==> src/caeg_pkg.sv <==
// constants for the charger alert-enable gating block
// assumes a command-code register port driven by the host interface logic
package caeg_pkg;
	// =========================================
	// command codes
	localparam logic [7:0] CMD_LIMIT_ENABLE = 8'h0d;
	localparam logic [7:0] CMD_STATE_ENABLE = 8'h0e;
	localparam logic [7:0] CMD_LIMIT_FLAGS = 8'h44;
	localparam logic [7:0] CMD_STATE_FLAGS = 8'h45;
	localparam int DATA_W = 16;
	localparam int LIM_W = 6;
	localparam int STATE_W = 13;
	// =========================================
	// limit word bit positions
	localparam int INPUT_CURRENT_HIGH_ENABLE = 5;
	localparam int BATTERY_CURRENT_LOW_ENABLE = 4;
	localparam int CHIP_HEAT_HIGH_ENABLE = 3;
	localparam int SERIES_RESISTANCE_HIGH_ENABLE = 2;
	localparam int NTC_READING_HIGH_ENABLE = 1;
	localparam int NTC_READING_LOW_ENABLE = 0;
	// =========================================
	// charger state word bit positions
	localparam int DETECT_FAILED_ENABLE = 12;
	localparam int DETECTION_ENABLE = 11;
	localparam int EQUALIZE_ENABLE = 10;
	localparam int ABSORB_ENABLE = 9;
	localparam int SUSPENDED_ENABLE = 8;
	localparam int CONSTANT_PHASE_ENABLE = 6;
	localparam int MISSING_ENABLE = 1;
	localparam int SHORTED_ENABLE = 0;
	localparam logic [STATE_W-1:0] STATE_DEFINED_MASK = 13'h1f43;
	localparam logic [LIM_W-1:0] LIM_RESET = 6'h00;
	localparam logic [STATE_W-1:0] STATE_RESET = 13'h0000;
	typedef struct packed {
		logic [LIM_W-1:0] lim_en;
		logic [STATE_W-1:0] state_en;
		logic [LIM_W-1:0] lim_flag;
		logic [STATE_W-1:0] state_flag;
		logic [STATE_W-1:0] state_prev;
		logic [DATA_W-1:0] rdata;
		logic rvalid;
		logic alert;
	} caeg_state_type;
endpackage

==> src/caeg_alert_gate.sv <==
// alert-enable gating: enable words, latched flags, shared alert line
// assumes condition inputs come from same-clock logic; the alert pin is open drain
`timescale 1ns/1ps
`default_nettype none

// Operation
// - input current above high limit with bit 5 set latches flag, asserts alert.
// - battery current below low limit with bit 4 set latches flag, asserts alert.
// - die temperature above high limit with bit 3 set latches flag, asserts alert.
// - series resistance above high limit with bit 2 set latches flag, asserts alert.
// - thermistor reading above high limit with bit 1 set latches flag, alerts.
// - thermistor reading below low limit with bit 0 set latches flag, alerts.
// - charger state enable word at 0x0e, bits 12:0, cleared at reset.
// - bit 12 set: detection failure flags and alerts.
// - bit 11 set: entering battery detection flags and alerts.
// - bit 10 set: start of equalize flags and alerts.
// - bit 9 set: start of absorb flags and alerts.
// - bit 8 set: host-requested suspend flags and alerts.
// - bit 6 set: onset of constant current/voltage flags and alerts.
// - limit enable word at 0x0d, read/write, cleared at reset.
// - flags readable; host clears a flag by writing 0 to its flag location.
// - bits 1 and 0 enable missing and shorted battery alerts.
module caeg_alert_gate (
	input wire logic clk,
	input wire logic rst,
	input wire logic reg_wr,
	input wire logic reg_rd,
	input wire logic [7:0] reg_cmd,
	input wire logic [caeg_pkg::DATA_W-1:0] reg_wdata,
	output logic [caeg_pkg::DATA_W-1:0] reg_rdata,
	output logic reg_rvalid,
	input wire logic input_current_high,
	input wire logic battery_current_low,
	input wire logic chip_heat_high,
	input wire logic series_resistance_high,
	input wire logic ntc_reading_high,
	input wire logic ntc_reading_low,
	input wire logic detect_failed_state,
	input wire logic detection_state,
	input wire logic equalize_state,
	input wire logic absorb_state,
	input wire logic suspended_state,
	input wire logic constant_phase_state,
	input wire logic missing_state,
	input wire logic shorted_state,
	output logic smbalert_out,
	output logic smbalert_oe
);
	import caeg_pkg::*;

	caeg_state_type q, d;
	logic [LIM_W-1:0] lim_cond;
	logic [STATE_W-1:0] state_in;
	logic [LIM_W-1:0] lim_hit;
	logic [STATE_W-1:0] state_hit;

	// =========================================
	// condition vectors
	assign lim_cond = {input_current_high, battery_current_low, chip_heat_high,
		series_resistance_high, ntc_reading_high, ntc_reading_low};
	// unused positions tied low so they can never flag
	assign state_in = {detect_failed_state, detection_state, equalize_state, absorb_state,
		suspended_state, 1'b0, constant_phase_state, 4'h0, missing_state, shorted_state};
	// limits are level conditions, states flag on entry only
	assign lim_hit = lim_cond & q.lim_en;
	assign state_hit = state_in & ~q.state_prev & q.state_en;

	// =========================================
	// next state
	always_comb begin
		d = q;
		d.state_prev = state_in;
		d.rvalid = 1'b0;
		if (reg_wr) begin
			case (reg_cmd)
				CMD_LIMIT_ENABLE: d.lim_en = reg_wdata[LIM_W-1:0];
				CMD_STATE_ENABLE: d.state_en = reg_wdata[STATE_W-1:0] & STATE_DEFINED_MASK;
				CMD_LIMIT_FLAGS: d.lim_flag = q.lim_flag & reg_wdata[LIM_W-1:0];
				CMD_STATE_FLAGS: d.state_flag = q.state_flag & reg_wdata[STATE_W-1:0];
				default: d.rvalid = 1'b0;
			endcase
		end
		// set after clear so an event in the clearing cycle survives
		d.lim_flag = d.lim_flag | lim_hit;
		d.state_flag = d.state_flag | state_hit;
		// disabling an enable withdraws its flag from the alert
		d.alert = (|(d.lim_flag & d.lim_en)) | (|(d.state_flag & d.state_en));
		if (reg_rd) begin
			d.rvalid = 1'b1;
			case (reg_cmd)
				CMD_LIMIT_ENABLE: d.rdata = {{(DATA_W-LIM_W){1'b0}}, q.lim_en};
				CMD_STATE_ENABLE: d.rdata = {{(DATA_W-STATE_W){1'b0}}, q.state_en};
				CMD_LIMIT_FLAGS: d.rdata = {{(DATA_W-LIM_W){1'b0}}, q.lim_flag};
				CMD_STATE_FLAGS: d.rdata = {{(DATA_W-STATE_W){1'b0}}, q.state_flag};
				default: d.rdata = 16'h0000;
			endcase
		end
	end

	always_ff @(posedge clk) begin
		if (rst) begin
			q.lim_en <= LIM_RESET;
			q.state_en <= STATE_RESET;
			q.lim_flag <= LIM_RESET;
			q.state_flag <= STATE_RESET;
			q.state_prev <= STATE_RESET;
			q.rdata <= 16'h0000;
			q.rvalid <= 1'b0;
			q.alert <= 1'b0;
		end else begin
			q <= d;
		end
	end

	assign reg_rdata = q.rdata;
	assign reg_rvalid = q.rvalid;
	// open drain: only ever pulls low
	assign smbalert_out = 1'b0;
	assign smbalert_oe = q.alert;
endmodule // caeg_alert_gate

`default_nettype wire

==> config.mk <==
export PLATFORM = sky130hd
export DESIGN_NAME = caeg_alert_gate
export DESIGN_NICKNAME = d
export VERILOG_FILES = /design/src/caeg_pkg.sv /design/src/caeg_alert_gate.sv
export SDC_FILE = /design/constraint.sdc
export NUM_CORES = 1
export LEC_CHECK = 0
export BUFFER_PORTS_ARGS = -buffer_cell sky130_fd_sc_hd__buf_2
export CORE_ASPECT_RATIO = 0.6
export CORE_MARGIN = 2
export CORE_UTILIZATION = 53
export CTS_CLUSTER_DIAMETER = 100
export DETAILED_ROUTE_END_ITERATION = 8
export PLACE_DENSITY = 0.78
export SYNTH_ARGS = -nofsm -noshare
export SYNTH_HDL_FRONTEND = slang
export SYNTH_SLANG_ARGS = --single-unit
==> constraint.sdc <==
create_clock -name clk -period 3.25 [get_ports clk]
set_input_delay 0.4875 -clock clk [delete_from_list [all_inputs] [get_ports clk]]
set_output_delay 0.4875 -clock clk [all_outputs]
set_load 0.01 [all_outputs]
# == Word-level counts from Yosys, hierarchy flattened ==
# Cells that the tools add are included.
# word_totals
reg_bits,66
input_bits,42
# op_classes
n_bitwise,11
n_reduce_logical,2
n_eq_ne,4
muxes,7
# ops
op,n
bitwise AND 13 bit,4
one-hot mux 13 bit (4 select lines),1
two-way mux 38 bit,1
two-way mux 13 bit,2
bitwise AND 6 bit,3
equality test 8 x 4 -> 1 bit (second input constant),2
equality test 8 x 7 -> 1 bit (second input constant),2
inverter 13 bit,1
OR 13 bit,1
OR reduction 13 bit,1
two-way mux 6 bit,2
OR 6 bit,1
OR reduction 6 bit,1
two-way mux 1 bit,1
OR 1 bit,1

# == Depth between registers and ports, before layout ==
# logic_depth
depth_word,7
mapped_depth,9
depth_no_buf,6

# == Worst setup path before layout ==
# OpenSTA, ideal clock, no wires.
# synth_path
kind,input port to flip-flop
from,in reg_cmd[5]
to,"reg q, in the netlist smbalert_oe"
setup_time_ns,0.138
slack_ns,0.455
path_buffers,2
arrival_ns,2.656
path_stages,8
path_cell_list,or4b_4 -> buf_6 -> or3_1 -> buf_6 -> mux2_4 -> a2111o_1 -> nor4_1 -> a41oi_1
# synth_between
elab_chain_len,7
word_cells_on_any_way,16
cone_classes,4 x eq/ne; 5 x mux; 5 x bitwise; 2 x reduce/logical
# synth_rtl
item,line_no,source
start: declaration,caeg_alert_gate.sv:28,"input wire logic [7:0] reg_cmd,"
equality test 8 x 7 -> 1 bit,caeg_alert_gate.sv:75,case (reg_cmd)
two-way mux 13 bit / two-way mux 6 bit (equally long branches),caeg_alert_gate.sv:75,
two-way mux 38 bit *,caeg_alert_gate.sv:74,if (reg_wr) begin
OR 13 bit / OR 6 bit (equally long branches),"caeg_alert_gate.sv:85, caeg_alert_gate.sv:84",
bitwise AND 13 bit / bitwise AND 6 bit (equally long branches),caeg_alert_gate.sv:87,d.alert = (|(d.lim_flag & d.lim_en)) | (|(d.state_flag & d.state_en));
OR reduction 13 bit / OR reduction 6 bit (equally long branches),caeg_alert_gate.sv:87,
OR 1 bit *,caeg_alert_gate.sv:87,
end: declaration,caeg_alert_gate.sv:51,"caeg_state_type q, d;"
# Every way passes the cells marked *; elsewhere a longest branch is shown, timed or not.
# A chain may end at the register's enable or synchronous reset.

# == Worst setup path in the final report ==
# Ends and elaborated chain as after synthesis.

==> impl.org <==
** Status
- Result of the run :: completed

** Die
- Area of the core :: 5490 sq um
- Height of the chip :: 61.9 microns
- Initial cell density of the core :: 0.539
- Number of placed I/O pins :: 61
- Total die area :: around 6200 sq um
- Measured along the x axis, the die boundary spans 100 microns.
- Standard-cell row count :: 21

** Drt
- DR vias/cell :: 5.83
- In the final routed layout, each cell accounts on average for 15.8 microns.
- The routed layout has between 2k and 3k vias.
- In the routed design, unresolved DRC markers number 0.
- First-pass iteration count of the detailed router :: 6
- Detailed-route wire length :: 7.74 mm
- The first routing iteration left between 200 and 300 violations.
- In this run the remaining antenna-violating nets after routing total 0.

** Clocking
- The H-tree generated during clock tree synthesis spans 3 levels.
- Clock tree synthesis found a total of 61 sinks.
- Buffers added to address setup during post-CTS repair amount to 0.
- Register clock-pin slew on the reported worst setup and hold paths :: 0.07 ns
- The clock passes through at most 2 buffers.
- The cell sitting at the root of the clock tree is a clkbuf_8.
- Clk_lat worst skew :: 0.35 ns
- CTS Hold Buffers Added :: 0
- Clock tree from TritonCTS :: yes
- TritonCTS created 9 clock buffers.
- Gates resized during post-CTS repair numbered 0.

** Power
- The share of total power dissipated in the clock network is 0.443.
- Of the total power, registers draw 0.493.
- The share of total power dissipated in combinational logic is 0.063.
- Sw Share :: 0.234
- Power dissipated by switching net loads :: between 300 and 400 uW
- Power density relative to cell area :: approximately 460 nW/um^2
- The design draws between 1.5 and 2 mW.
- In this run the static leakage power is ~1.4 nW.
- Worst-case vdd ir drop :: around 320 uV
- Internal power contribution :: 1.18 mW

** Timing
- Minimum hold slack :: 0.363 ns
- Setup repair after global routing left no endpoint under its margin.
- Setup Skew :: 0.00575 ns
- The max-slew violation count was 0.
- Endpoints failing hold :: 0
- At the pin with the least slew margin, the transition time is 0.632 ns.
- Minimum clock period after layout :: 2.59 ns
- Peak clock frequency supported by timing :: 387 MHz
- Dividing the final minimum period by the clock period gives 0.796.
- Total Neg Setup Slack :: 0 ns
- Worst slew margin relative to its limit :: 0.578
- Setup violations remaining at the end of the flow were counted as 0.

** Worst setup path
- At the worst endpoint, the arrival time is 2.80 ns.
- Critical path startpoint category :: input port
- Type of the worst setup path :: in -> reg
- At the worst endpoint, the required time is 3.46 ns.
- Worst setup EP type :: flip-flop
- Maximum fanout along the worst path :: 10

** Cells and area
- Ant. Diodes :: 0
- Final standard cell utilization of the core :: 0.616
- Fill cells in the final layout number 509.
- The finished cells cover between 3000 and 4000 sq um.
- Sequential standard cell area :: 1220 sq um
- From synthesis to final layout, the design area changed by 14.3%.
- In the final layout, the multi-input gates occupy about 1500 sq um.
- Number of nets in the finished design :: 458
- Fraction of final layout cells sized beyond drive strength 1 :: 0.190

** Logic synthesis
- Dominant register cell in the synthesized netlist :: dfxtp_1
- Share of Yosys cell area claimed by the top area cell type :: 0.413
- Number of synthesized flops with an enable pin :: 0
- Netlist Area Pre-Place :: roughly 3000 sq um
- Among all cell types in the netlist, the one instantiated most often is dfxtp_1.
- Yosys cell types :: 42
- Synthesis produced a netlist whose cell count is 375.
- Main combinational cell family by area after synthesis :: compound AO/OA/AOI/OAI gates
- Synth top cells by count :: dfxtp_1, nand2_1, a21oi_1, o21ai_0, nor2_1
- Of the total synthesized cell area, the portion taken by XOR and XNOR cells is 0.
- In this run the mean area of a mapped cell was 7.89 sq um.
- Dominant cells by area after synthesis :: dfxtp_1, a21oi_1, nand2_1, a22oi_1, o21ai_0
- Proportion of synthesized chip area in sequential cells :: 0.413
- YS warnings :: 0
- Of all flip-flops after synthesis, the portion carrying an async set or reset was 0.
- The portion of synthesized area spent on multiplexers is 0.00508.
- Of all cell types, the one taking the most synthesized area is dfxtp_1.
- FF+latch count, synth :: 61
- Area fraction in compound gates after synthesis :: 0.261
- Synthesized-area fraction occupied by adder cells :: 0
- Of the total synthesized cell area, the portion taken by AND, OR, NAND and NOR gates is 0.230.

** Global routing
- Total global routing overflow :: 0
- Antenna violations before repair :: 0
- The first global-routing pass estimated 12.4 mm of wire.
- For this run, the total global-route usage over all layers was measured as 0.265.
- Vias in the first global route :: 2,505
- Entering global routing, the biggest net connects 38 pins.

** Placed design
- After detailed placement, the total cell area comes to 3180 sq um.
- Count of input and output buffers :: 53
- Detailed placer's ending HPWL :: 5.39 mm
- Routability-driven placement finished with a final weighted congestion of 0.897.

** Worst hold path
- Class of the most critical hold timing path :: in -> reg

** Job
- Max_cap viols :: 0
## final cells by class
class	count	area share
flip-flops and latches	61	0.361
clock inverters	4	0.0141
clock buffers	11	0.0448
inverters	14	0.0155
repair buffers	63	0.101
multi-input cells	267	0.438
well taps	69	0.0255
## stage by stage
step	instances	setup WS, ns
global route	489	0.615
detailed placement	474	0.335
finish	489	0.663
global placement	474	0.366
floorplan	378	0.455
CTS	489	0.710
## flip-flops by register name (all words and copies together) (netlist names)
register     count
smbalert_oe      1
reg_rvalid       1
reg_rdata       13
q               46
## cell usage in the layout, fill, tap and decap left out, types with 2 or more instances in the layout
master / instances
a211oi_1: 10
a21oi_1: 41
a22oi_1: 24
a31oi_1: 2
and2_1: 6
buf_2: 53
buf_4: 10
clkbuf_8: 11
clkinv_2: 2
conb_1: 4
dfxtp_1: 61
inv_1: 14
nand2_1: 52
nand2b_1: 4
nand3_1: 3
nand4b_1: 2
nor2_1: 25
nor2b_1: 24
nor3_1: 7
nor4_1: 3
o2111a_1: 3
o211ai_1: 2
o21a_1: 2
o21ai_0: 34
or3_1: 2
## power by group through the flow
stage | Clock, mW | Combinational (mW) | Sequential [mW]
3_5_place_dp | 0 | 0.0967 | 0.778
6_report | 0.685 | 0.0981 | 0.762
5_1_grt | 0.724 | 0.110 | 0.762
4_1_cts | 0.701 | 0.0972 | 0.762
3_3_place_gp | 0 | 0.0951 | 0.778
2_1_floorplan | 0 | 0.0558 | 0.778
## routing by layer
layer,up-vias,global-route usage,wire length [microns]
met2,145,0.422,3390
met3,14,0.0761,792
met5,-,0,0
met4,0,0.0978,110
met1,1307,0.352,3450
li1,1385,-,-
## worst max-delay path: stages
cell	delay, ns
buf_2	0.11
or4b_4	0.60
or3_1	0.45
mux2_4	0.33
a2111o_1	0.36
nor4_1	0.32
a41oi_1	0.15
## path summary, 6_finish.rpt
| path | startpoint | end | slack, ns | cells after the start |
|---|---|---|---|---|
| min reg2reg | q[38]$_SDFF_PP0_ | q[38]$_SDFF_PP0_ | 0.47 | 2 |
| max | reg_cmd[5] | smbalert_oe$_SDFF_PP0_ | 0.66 | 7 |
| max reg2reg | q[19]$_SDFF_PP0_ | smbalert_oe$_SDFF_PP0_ | 1.63 | 5 |
| min | equalize_state | q[28]$_SDFF_PP0_ | 0.36 | 2 |
## cell families (layout without fill, tap and decap cells)
kind of cell / Yosys count / after routing
AOI/OAI and AO/OA: 125 / 125
buffers and inverters: 50 / 92
DFF: 61 / 61
muxes: 1 / 1
other: 1 / 4
and+or+nand+nor: 137 / 137
(Power assumes the default switching activity.)
